<file path="src/rtl/shp_pkg.sv">
// package of constants for the sram-like host port
package shp_pkg;
   // ************************************************
   // address map
   // ************************************************
   localparam int SHP_AW = 7;
   localparam logic [1:0] SHP_FIFO_PORT_RX = 2'h0;
   localparam logic [1:0] SHP_FIFO_PORT_TX = 2'h1;
   // with fifo select only word address bits 1:0 survive; bit 1 picks tx over rx
   localparam int SHP_FSEL_TX_BIT = 1;
   localparam logic [SHP_AW-1:0] SHP_CSR_BASE = 7'h28;
   localparam logic [SHP_AW-1:0] SHP_ADDR_BYTE_TEST = 7'h32;
   localparam logic [SHP_AW-1:0] SHP_ADDR_IRQ_CFG = 7'h2A;
   localparam logic [SHP_AW-1:0] SHP_ADDR_PWR = 7'h2C;
   localparam logic [31:0] SHP_BYTE_TEST_VAL = 32'h87654321;
   // ************************************************
   // irq config fields
   // ************************************************
   localparam int SHP_IRQ_POL_BIT = 4;
   localparam int SHP_IRQ_OD_BIT = 0;
   localparam int SHP_IRQ_EN_LSB = 8;
   localparam int SHP_NSRC = 4;
   localparam logic [15:0] SHP_IRQ_CFG_RST = 16'h0000;
   localparam int SHP_FIFO_DEPTH = 8;
   typedef enum logic [1:0] {SHP_IDLE, SHP_RD, SHP_WR} shp_acc_type;
endpackage

</file>
<file path="src/rtl/shp_fifo.sv">
// parameterised valid/ready fifo
module shp_fifo #(
   parameter int WIDTH = 32,
   parameter int DEPTH = 8
) (
   input wire logic i_clk_sys,
   input wire logic i_rstn,
   // fill side
   input wire logic i_valid,
   output logic o_ready,
   input wire logic [WIDTH-1:0] i_data,
   // drain side
   output logic o_valid,
   input wire logic i_ready,
   output logic [WIDTH-1:0] o_data
);
   localparam int PW = $clog2(DEPTH);
   initial begin
      if (DEPTH < 2 || (1 << PW) != DEPTH) $error("depth must be a power of two");
   end
   logic [WIDTH-1:0] mem [DEPTH];
   logic [PW:0] wp_ff;
   logic [PW:0] rp_ff;
   logic push;
   logic pop;
   assign o_ready = (wp_ff - rp_ff) != (PW+1)'(DEPTH);
   assign o_valid = wp_ff != rp_ff;
   assign o_data = mem[rp_ff[PW-1:0]];
   assign push = i_valid && o_ready;
   assign pop = o_valid && i_ready;
   always_ff @(posedge i_clk_sys) begin
      if (push) begin
         mem[wp_ff[PW-1:0]] <= i_data;
      end
   end
   always_ff @(posedge i_clk_sys or negedge i_rstn) begin
      if (!i_rstn) begin
         wp_ff <= '0;
         rp_ff <= '0;
      end else begin
         if (push) wp_ff <= wp_ff + 1'b1;
         if (pop) rp_ff <= rp_ff + 1'b1;
      end
   end
endmodule

</file>
<file path="src/rtl/shp_host_port.sv">
// sram-like 16-bit host port with fifo paths, wake and interrupt
module shp_host_port
   import shp_pkg::*;
#(
   parameter int NSRC = SHP_NSRC
) (
   input wire logic i_clk_sys,
   input wire logic i_rstn,
   // host pins
   input wire logic i_chip_select_n,
   input wire logic i_read_strobe_n,
   input wire logic i_write_strobe_n,
   input wire logic i_fifo_sel,
   input wire logic [SHP_AW-1:0] i_addr,
   input wire logic [15:0] i_data,
   output logic [15:0] o_data,
   output logic o_data_oe,
   output logic o_irq,
   output logic o_irq_oe,
   // tx data toward the mac
   output logic o_tx_valid,
   input wire logic i_tx_ready,
   output logic [31:0] o_tx_data,
   // rx data from the mac
   input wire logic i_rx_valid,
   output logic o_rx_ready,
   input wire logic [31:0] i_rx_data,
   // power and events
   input wire logic i_sleep_req,
   input wire logic [NSRC-1:0] i_irq_src,
   output logic o_asleep,
   output logic o_wake_ev
);
   initial begin
      if (NSRC < 1 || NSRC > 8) $error("NSRC must be 1..8");
   end
   // ************************************************
   // access detection
   // ************************************************
   shp_acc_type acc;
   shp_acc_type acc_d_ff;
   logic is_fifo;
   logic is_tx;
   logic rd_start;
   logic wr_end;
   logic [SHP_AW-1:0] wr_addr_ff;
   logic [15:0] wr_data_ff;
   logic wr_fifo_ff;
   always_comb begin
      acc = SHP_IDLE;
      if (!i_chip_select_n) begin
         if (!i_read_strobe_n) acc = SHP_RD;
         else if (!i_write_strobe_n) acc = SHP_WR;
      end
   end
   // fifo_sel forces the fifo window; upper address bits are dropped there
   assign is_fifo = i_fifo_sel || (i_addr < SHP_CSR_BASE);
   assign is_tx = i_fifo_sel ? i_addr[SHP_FSEL_TX_BIT] : (i_addr[4:3] == SHP_FIFO_PORT_TX);
   assign rd_start = (acc == SHP_RD) && (acc_d_ff != SHP_RD);
   // write commits on strobe release so data has settled
   assign wr_end = (acc_d_ff == SHP_WR) && (acc != SHP_WR);
   always_ff @(posedge i_clk_sys or negedge i_rstn) begin
      if (!i_rstn) begin
         acc_d_ff <= SHP_IDLE;
         wr_addr_ff <= '0;
         wr_data_ff <= '0;
         wr_fifo_ff <= 1'b0;
      end else begin
         acc_d_ff <= acc;
         if (acc == SHP_WR) begin
            wr_addr_ff <= i_addr;
            wr_data_ff <= i_data;
            wr_fifo_ff <= is_fifo && is_tx;
         end
      end
   end
   // ************************************************
   // power state and read-before-write gate
   // ************************************************
   logic asleep_ff;
   logic armed_ff;
   logic wake_ev_ff;
   always_ff @(posedge i_clk_sys or negedge i_rstn) begin
      if (!i_rstn) begin
         asleep_ff <= 1'b0;
         wake_ev_ff <= 1'b0;
      end else begin
         wake_ev_ff <= 1'b0;
         if (asleep_ff && acc == SHP_WR) begin
            asleep_ff <= 1'b0;
            wake_ev_ff <= 1'b1;
         end else if (i_sleep_req) begin
            asleep_ff <= 1'b1;
         end
      end
   end
   // writes are dropped until one read after reset or wake
   always_ff @(posedge i_clk_sys or negedge i_rstn) begin
      if (!i_rstn) begin
         armed_ff <= 1'b0;
      end else if (asleep_ff || wake_ev_ff) begin
         armed_ff <= 1'b0;
      end else if (rd_start) begin
         armed_ff <= 1'b1;
      end
   end
   logic wr_ok;
   assign wr_ok = wr_end && armed_ff && !asleep_ff;
   // ************************************************
   // tx path: 16 to 32 pairing, low half first
   // ************************************************
   logic [15:0] tx_lo_ff;
   logic tx_half_ff;
   logic tx_push;
   logic tx_fill_rdy;
   assign tx_push = wr_ok && wr_fifo_ff && tx_half_ff;
   always_ff @(posedge i_clk_sys or negedge i_rstn) begin
      if (!i_rstn) begin
         tx_lo_ff <= '0;
         tx_half_ff <= 1'b0;
      end else if (wr_ok && wr_fifo_ff && (tx_half_ff ? tx_fill_rdy : 1'b1)) begin
         tx_lo_ff <= wr_data_ff;
         tx_half_ff <= !tx_half_ff;
      end
   end
   logic tx_v;
   logic [31:0] tx_d;
   shp_fifo #(.WIDTH(32), .DEPTH(SHP_FIFO_DEPTH)) u_tx_fifo (
      .i_clk_sys(i_clk_sys),
      .i_rstn(i_rstn),
      .i_valid(tx_push),
      .o_ready(tx_fill_rdy),
      .i_data({wr_data_ff, tx_lo_ff}),
      .o_valid(tx_v),
      // pop exactly when the output stage loads, so no word is sent twice
      .i_ready(!o_tx_valid),
      .o_data(tx_d)
   );
   // output stage register keeps outputs flop-driven
   always_ff @(posedge i_clk_sys or negedge i_rstn) begin
      if (!i_rstn) begin
         o_tx_valid <= 1'b0;
         o_tx_data <= '0;
      end else if (!o_tx_valid || i_tx_ready) begin
         o_tx_valid <= tx_v && !o_tx_valid;
         o_tx_data <= tx_d;
      end
   end
   // ************************************************
   // rx path: 32 to 16 splitting, low half first
   // ************************************************
   logic rx_v;
   logic [31:0] rx_d;
   logic rx_half_ff;
   logic rx_pop;
   logic rx_rd;
   assign rx_rd = rd_start && is_fifo && !is_tx && !asleep_ff;
   assign rx_pop = rx_rd && rx_half_ff && rx_v;
   shp_fifo #(.WIDTH(32), .DEPTH(SHP_FIFO_DEPTH)) u_rx_fifo (
      .i_clk_sys(i_clk_sys),
      .i_rstn(i_rstn),
      .i_valid(i_rx_valid),
      .o_ready(o_rx_ready),
      .i_data(i_rx_data),
      .o_valid(rx_v),
      .i_ready(rx_pop),
      .o_data(rx_d)
   );
   always_ff @(posedge i_clk_sys or negedge i_rstn) begin
      if (!i_rstn) begin
         rx_half_ff <= 1'b0;
      end else if (rx_rd && rx_v) begin
         rx_half_ff <= !rx_half_ff;
      end
   end
   // ************************************************
   // configuration register and read data
   // ************************************************
   logic [15:0] irq_cfg_ff;
   always_ff @(posedge i_clk_sys or negedge i_rstn) begin
      if (!i_rstn) begin
         irq_cfg_ff <= SHP_IRQ_CFG_RST;
      end else if (wr_ok && !wr_fifo_ff && wr_addr_ff == SHP_ADDR_IRQ_CFG) begin
         irq_cfg_ff <= wr_data_ff;
      end
   end
   function automatic logic [15:0] rd_mux(input logic [SHP_AW-1:0] a, input logic f,
                                          input logic h, input logic [31:0] rx);
      logic [15:0] r;
      r = 16'h0000;
      if (f) r = h ? rx[31:16] : rx[15:0];
      else if (a == SHP_ADDR_BYTE_TEST) r = SHP_BYTE_TEST_VAL[15:0];
      else if (a == SHP_ADDR_BYTE_TEST + 7'h01) r = SHP_BYTE_TEST_VAL[31:16];
      else if (a == SHP_ADDR_IRQ_CFG) r = irq_cfg_ff;
      else if (a == SHP_ADDR_PWR) r = {15'h0000, asleep_ff};
      return r;
   endfunction
   always_ff @(posedge i_clk_sys or negedge i_rstn) begin
      if (!i_rstn) begin
         o_data <= '0;
         o_data_oe <= 1'b0;
      end else begin
         o_data_oe <= (acc == SHP_RD);
         if (rd_start) begin
            o_data <= rd_mux(i_addr, is_fifo && !is_tx, rx_half_ff, rx_d);
         end
      end
   end
   // ************************************************
   // interrupt pin
   // ************************************************
   logic irq_act;
   assign irq_act = |(i_irq_src & irq_cfg_ff[SHP_IRQ_EN_LSB +: NSRC]);
   always_ff @(posedge i_clk_sys or negedge i_rstn) begin
      if (!i_rstn) begin
         o_irq <= 1'b0;
         o_irq_oe <= 1'b0;
         o_asleep <= 1'b0;
         o_wake_ev <= 1'b0;
      end else begin
         o_asleep <= asleep_ff;
         o_wake_ev <= wake_ev_ff;
         if (irq_cfg_ff[SHP_IRQ_OD_BIT]) begin
            // open drain: pull the line only when active
            o_irq <= 1'b0;
            o_irq_oe <= irq_act;
         end else begin
            o_irq <= irq_act ~^ irq_cfg_ff[SHP_IRQ_POL_BIT];
            o_irq_oe <= 1'b1;
         end
      end
   end
endmodule

</file>
<file path="config.mk">
export PLATFORM = sky130hd
export DESIGN_NAME = shp_host_port
export DESIGN_NICKNAME = d
export VERILOG_FILES = /design/src/rtl/shp_pkg.sv /design/src/rtl/shp_fifo.sv /design/src/rtl/shp_host_port.sv
export SDC_FILE = /design/constraint.sdc
export NUM_CORES = 1
export LEC_CHECK = 0
export ABC_CLOCK_PERIOD_IN_PS = 13500
export BUFFER_PORTS_ARGS = -buffer_cell sky130_fd_sc_hd__buf_4
export CELL_PAD_IN_SITES_DETAIL_PLACEMENT = 1
export CELL_PAD_IN_SITES_GLOBAL_PLACEMENT = 2
export CORE_MARGIN = 1.5
export CORE_UTILIZATION = 45
export CTS_CLUSTER_SIZE = 25
export DETAILED_ROUTE_END_ITERATION = 16
export GPL_ROUTABILITY_DRIVEN = 0
export HOLD_SLACK_MARGIN = 0.06
export PLACE_DENSITY = 0.81
export SLEW_MARGIN = 20
export SYNTH_ARGS = -nofsm -noshare
export SYNTH_HDL_FRONTEND = slang
export SYNTH_SLANG_ARGS = --single-unit
</file>
<file path="constraint.sdc">
create_clock -name i_clk_sys -period 13.5 [get_ports i_clk_sys]
set_input_delay 2.7 -clock i_clk_sys [delete_from_list [all_inputs] [get_ports i_clk_sys]]
set_output_delay 2.7 -clock i_clk_sys [all_outputs]
set_load 0.01 [all_outputs]
</file>
# ---- Yosys cells after proc, flatten, opt, wreduce, memory -nomap -nowiden
# Memories as Yosys holds them, arrays and structs flattened. A register that Yosys moved wholly into a read port is not among the register bits.
# Index checks and enable logic that the tools add are counted.
dict set report totals {
  ff_bits 101
  ram_bits 512
  input_bits 68
  wordCells 105
  memories 2
}
# name words word_bits read_ports rd_clocked_by_memory_dff write_ports line
set memory_table {}
lappend memory_table {u_rx_fifo.mem 8 32 1 0 1 shp_fifo.sv:21} ;# logic [WIDTH-1:0] mem [DEPTH];
lappend memory_table {u_tx_fifo.mem 8 32 1 1 1 shp_fifo.sv:21}
dict set report op_classes {
  add_sub_neg 6
  n_lt_le_gt_ge 1
  eq_ne 15
  mux 22
  bitwise 2
  reduce_logical 35
}
# operator count
set ops {}
lappend ops {{16-bit two-way mux} 5}
lappend ops {{7-bit by 6-bit equality test with 1-bit output (second input constant)} 5}
lappend ops {{1-bit logical AND} 22}
lappend ops {{4-bit by 1-bit adder with 4-bit output (second input constant)} 4}
lappend ops {{1-bit two-way mux} 14}
lappend ops {{4-bit inequality test} 2}
lappend ops {{4-bit inequality test (second input constant)} 2}
lappend ops {{4-bit subtractor} 2}
lappend ops {{1-bit zero test} 7}
lappend ops {{7-bit by 6-bit less-than comparator with 1-bit output (second input constant)} 1}
lappend ops {{2-bit two-way mux} 3}
lappend ops {{4-bit bitwise AND} 1}
lappend ops {{2-bit by 1-bit equality test with 1-bit output (second input constant)} 2}
lappend ops {{2-bit equality test (second input constant)} 2}
lappend ops {{2-bit nonzero test} 2}
lappend ops {{4-bit OR reduction} 1}
lappend ops {{1-bit logical OR} 3}
lappend ops {{2-bit by 1-bit inequality test with 1-bit output (second input constant)} 1}
lappend ops {{2-bit inequality test (second input constant)} 1}
lappend ops {{1-bit bitwise XNOR} 1}

# ---- Depth between registers and ports, before layout
dict set report depth {
  word_depth 12
  mapped_depth 11
}

# ---- Cells and area by module
# Synthesis repeated with hierarchy kept, for this count alone.
dict set report unflattened {
  hier_cells 1328
  area_unflattened_um2 25172.9
}
# mod instances cells_each area_each_um2 seq_area_each_um2
set by_module_without_submodules {}
lappend by_module_without_submodules {{shp_fifo (u_rx_fifo)} 1 495 10159.7 7887.6}
lappend by_module_without_submodules {{shp_fifo (u_tx_fifo)} 1 492 10157.2 7887.6}
lappend by_module_without_submodules {shp_host_port 1 341 4855.9 2902.8}

# ---- Least setup slack after synthesis
# No wires, ideal clock.
dict set report synth_timing {
  path_type {input to register}
  from {input i_read_strobe_n}
  to {memory u_tx_fifo.mem[0][0], enable pin}
  setup_ns 0.501
  t_arrival_ns 6.753
  t_required_ns 12.999
  path_slack_ns 6.245
  stages 6
  path_buffers 1
  cell_sequence {nor3b_1 buf_2 nor4_2 and2_1 nand2_1 nor4_1}
}
dict set report synth_between {
  elab_chain_len 11
}
# item line
set synth_lines {}
lappend synth_lines {{from (decl)} shp_host_port.sv:11} ;# input wire logic i_read_strobe_n,
lappend synth_lines {{2-bit two-way mux} shp_host_port.sv:52} ;# if (!i_read_strobe_n) acc = SHP_RD;
lappend synth_lines {{2-bit two-way mux} shp_host_port.sv:51} ;# if (!i_chip_select_n) begin
lappend synth_lines {{2-bit inequality test} shp_host_port.sv:61} ;# assign wr_end = (acc_d_ff == SHP_WR) && (acc != SHP_WR);
lappend synth_lines {{1-bit logical AND} shp_host_port.sv:61}
lappend synth_lines {{1-bit logical AND (2 in series)} shp_host_port.sv:108} ;# assign wr_ok = wr_end && armed_ff && !asleep_ff;
lappend synth_lines {{1-bit logical AND (2 in series)} shp_host_port.sv:116} ;# assign tx_push = wr_ok && wr_fifo_ff && tx_half_ff;
lappend synth_lines {{1-bit logical AND} shp_fifo.sv:29} ;# assign push = i_valid && o_ready;
lappend synth_lines {{1-bit two-way mux} shp_fifo.sv:32} ;# if (push) begin
lappend synth_lines {{1-bit two-way mux (implied by the code)} shp_fifo.sv:33} ;# mem[wp_ff[PW-1:0]] <= i_data;
lappend synth_lines {{to (decl)} shp_fifo.sv:21}
# Every way passes these cells.

# ---- Worst setup path after layout
dict set report layout_timing {
  from {register u_rx_fifo.rp_ff[1]}
  to {output o_rx_ready}
}
dict set report layout_between {
  elab_chain_len 2
}
# item line
set layout_lines {}
lappend layout_lines {{from (decl)} shp_fifo.sv:23} ;# logic [PW:0] rp_ff;
lappend layout_lines {{from (signal assigned)} shp_fifo.sv:42} ;# if (pop) rp_ff <= rp_ff + 1'b1;
lappend layout_lines {{4-bit subtractor} shp_fifo.sv:26} ;# assign o_ready = (wp_ff - rp_ff) != (PW+1)'(DEPTH);
lappend layout_lines {{4-bit inequality test} shp_fifo.sv:26}
lappend layout_lines {{to (decl)} shp_host_port.sv:26} ;# output logic o_rx_ready,
# Every way passes these cells.

==> flow_metrics.py <==
metrics = {
    "final_layout": {
        "drive_above_1_share_pct": 30.32,
        "n_antenna_cell": 0,
        "area_growth_syn_to_layout_pct": 15.99,
        "layout.nets": 1510,
        "utilization_pct": 52.61,
    },
    "pwr": {
        "ir_drop_mv": 0.1192,
        "pwr-share-seq_pct": 47.8,
        "finalPower_mw": 5.360,
        "switching_power_mw": 1.472,
        "p_clk_share_pct": 33.1,
        "leakage_nw": 9.722,
        "p_int_mw": 3.888,
        "power_frac_comb_pct": 19.2,
        "pwr_density_cell_nw_per_um2": 185.3,
        "swShare_pct": 27.46,
    },
    "floorplanning": {
        "core_area_um2": 54990,
        "initial_core_util_pct": 45.36,
        "die_h_um": 238.4,
        "io_pins": 123,
        "dieArea_um2": 56850,
        "rows": 86,
        "die_w_um": 238.4,
    },
    "place": {
        "dpl.hpwl_um": 33580,
        "portBuffers": 122,
    },
    "critical_path": {
        "crit_slowest_cell": "buf_4",
        "path_buf_inv": 3,
        "crit_top_cell": "buf_4",
        "start_kind": "flop",
        "critPathRequiredTime_ps": 10800,
        "max_stage_delay_ps": 750,
        "path_class": "flop to primary output",
        "cp-end-kind": "primary output",
        "critPathArrivalTime_ps": 3510,
        "critPathMaxFanout": 71,
        "path_cells": "buf_4, inv_1, ha_1, nor2b_1, o21ai_0, a2111oi_1, nor2_1, buf_4",
        "critPathTopFamily": "buffers and inverters",
    },
    "sta": {
        "fin_crit_ps": 6210,
        "max_slew_margin_pct": 32.06,
        "fmax_mhz": 161.0,
        "clock_skew_ps": 33.63,
        "setup_tns_ps": 0,
        "drv_slew": 0,
        "setup_viol": 0,
        "worst_hold_slack_ps": 430.4,
        "hold_violations": 0,
        "worstMarginPinSlew_ps": 1014,
        "rsz0062_at_grt": "no",
        "fin_crit_sh_pct": 46.00,
    },
    "yosys": {
        "synth-compound-area-share_pct": 3.331,
        "synth-async-reset-ratio_pct": 20.50,
        "synth_top_family_by_area": "multiplexers",
        "synth_top_area_share_pct": 61.64,
        "synth_top_area_cell": "edfxtp_1",
        "ys_warn_count": 0,
        "synth_nets": 1354,
        "synthAdderAreaFrac_pct": 0.5016,
        "synthSimpleGateAreaFrac_pct": 3.451,
        "synth_edf_count": 512,
        "ys_ff_latch": 644,
        "synthTopCellsByArea": "edfxtp_1, dfrtp_1, mux4_2",
        "synth_area_um2": 24940,
        "synth-xor-area-share_pct": 0.6321,
        "ys_seq_area_share_pct": 74.88,
        "synth_area_per_cell_um2": 19.55,
        "synthFlopType": "edfxtp_1",
        "synthCells": 1276,
        "yosysUniqueCellTypes": 65,
        "synthMuxAreaShare_pct": 15.80,
    },
    "drt": {
        "drc": 0,
        "vias": 12370,
        "postRouteAntennaNets": 0,
        "first_pass_iters": 4,
        "viasPerCell": 5.543,
        "post_drt_wl_per_cell_um": 24.90,
        "drt-initial-drc-count": 640,
        "drt-total-wl_um": 55580,
    },
    "clocking": {
        "cts_resized": 0,
        "clk_pin_slew_ps": 60,
        "hold_buffers": 0,
        "root_buffer": "clkbuf_16",
        "cts_tree": "yes",
        "cts_buffers": 67,
        "cts.sinks": 644,
        "clk_latency_ps": 610,
        "cts_setup_buffers": 0,
        "clockBufferDepth": 3,
        "htree_levels": 3,
    },
    "global_routing": {
        "antenna_found_initial": 3,
        "grt_use_total_pct": 20.30,
        "grt_pass1_vias": 13550,
        "grt_pass1_wl_um": 85080,
        "overflow": 0,
        "grt_max_degree": 72,
    },
    "run": {
        "maxCapViolations": 0,
    },
    "min_path": {
        "hp-class": "flop to flop",
    },
    "run_status": {
        "outcome": "finished, final reports clean",
    },
}
## synth_stat cells, types with 2 or more instances
library cell  count
edfxtp_1        512
dfrtp_1         132
mux4_2          116
nand2_1          81
mux2i_1          58
mux2_2           53
o21ai_0          48
clkbuf_1         26
buf_2            18
xnor2_1          15
o211ai_1         14
nand3_1          13
nor2_1           13
nor4_1           12
inv_1            11
nor2b_1          11
nor3_1           11
a21oi_1          10
buf_1            10
ha_1             10
mux2_4           10
a221oi_1          8
o211a_1           8
nand4_1           6
and2_1            5
a22oi_1           4
a31oi_1           4
nand2b_1          4
a211oi_1          3
buf_4             3
buf_6             3
nor4_2            3
o21a_1            3
o22a_1            3
xor2_1            3
a2111oi_0         2
inv_2             2
## path summary, 6_finish.rpt
kind	to	depth (start not counted)	slack (ps)	start
setup / recovery	o_rx_ready	8	7290	u_rx_fifo.rp_ff[1]
hold / removal	o_wake_ev	0	430	wake_ev_ff
setup reg to reg	u_tx_fifo.mem[5][11]	9	9300	u_tx_fifo.rp_ff[1]
hold reg to reg	o_wake_ev	0	430	wake_ev_ff
max in group asynchronous	u_tx_fifo.rp_ff[0]	2	9900	i_rstn
min in group asynchronous	o_tx_data[14]	1	2100	i_rstn
## layout by cell type, fill, tap and decap left out, drive strengths merged, types with 10 or more instances in the layout
cell	synthesis	routed
a21oi	11	11
buf	35	148
clkbuf	26	92
clkinv	0	20
dfrtp	132	132
edfxtp	512	512
ha	10	10
inv	13	18
mux2	63	63
mux2i	58	58
mux4	116	116
nand2	81	81
nand3	14	14
nor2	13	13
nor2b	11	11
nor3	12	12
nor4	15	15
o211ai	14	14
o21ai	48	48
xnor2	15	15
## cells by family (layout without fill, tap and decap cells)
family	Yosys count	count (layout)
DFF	644	644
muxes	237	237
and+or+nand+nor	171	171
AOI/OAI and AO/OA	122	122
buffers and inverters	74	282
xor gates and xnor gates	18	18
adders and majority gates	10	10
## power groups by stage
| stage | sequential [mW] | clock, mW | combinational, mW |
|---|---|---|---|
| 3_3_place_gp | 2.59 | 0 | 1.03 |
| 5_1_grt | 2.59 | 1.88 | 1.12 |
| 2_1_floorplan | 2.55 | 0 | 0.689 |
| 6_report | 2.56 | 1.77 | 1.03 |
| 4_1_cts | 2.57 | 1.81 | 1.06 |
| 3_5_place_dp | 2.61 | 0 | 1.05 |
## metrics by stage
stage | area [µm²] | setup WS (ps) | cells
final | 28930 | 7290 | 2232
after detailed placement | 26800 | 7673 | 2110
after CTS | 28900 | 7213 | 2231
after floorplan | 24940 | 6245 | 1276
after global routing | 28930 | 6999 | 2232
after global placement | 26800 | 7843 | 2110
## registers in the layout, summed over array words and instances (netlist names), 2 cells and up
register / flops
acc_d_ff: 2
irq_cfg_ff: 16
o_data: 16
o_tx_data: 32
tx_lo_ff: 16
u_rx_fifo.mem: 256
u_rx_fifo.rp_ff: 4
u_rx_fifo.wp_ff: 4
u_tx_fifo.mem: 256
u_tx_fifo.rp_ff: 4
u_tx_fifo.wp_ff: 4
wr_addr_ff: 7
wr_data_ff: 16
## final cells by class
type	count	area [µm²]
Fill cell	4898	26060
Inverter	13	48.80
Timing Repair Buffer	148	1135
Clock buffer	92	1862
Tap cell	748	935.9
Multi-Input combinational cell	558	6022
Clock inverter	29	239.0
Sequential cell	644	18690
## routing by layer
metal  share of wire, %  track usage, %
met1                 40           25.22
met2                 53           35.63
met5              0.056               0
met3                4.6           4.500
met4                2.4           5.965
## worst register-to-register path: stages, from the launching register on
cell and delay [ps]:
dfrtp_2 340, buf_4 720, inv_1 150, ha_1 340, and3b_1 180, or3_1 370
nand4_1 190, nand2_1 200, nor3_2 850, buf_4 460
No activity file was read; power rests on OpenSTA's default activity.
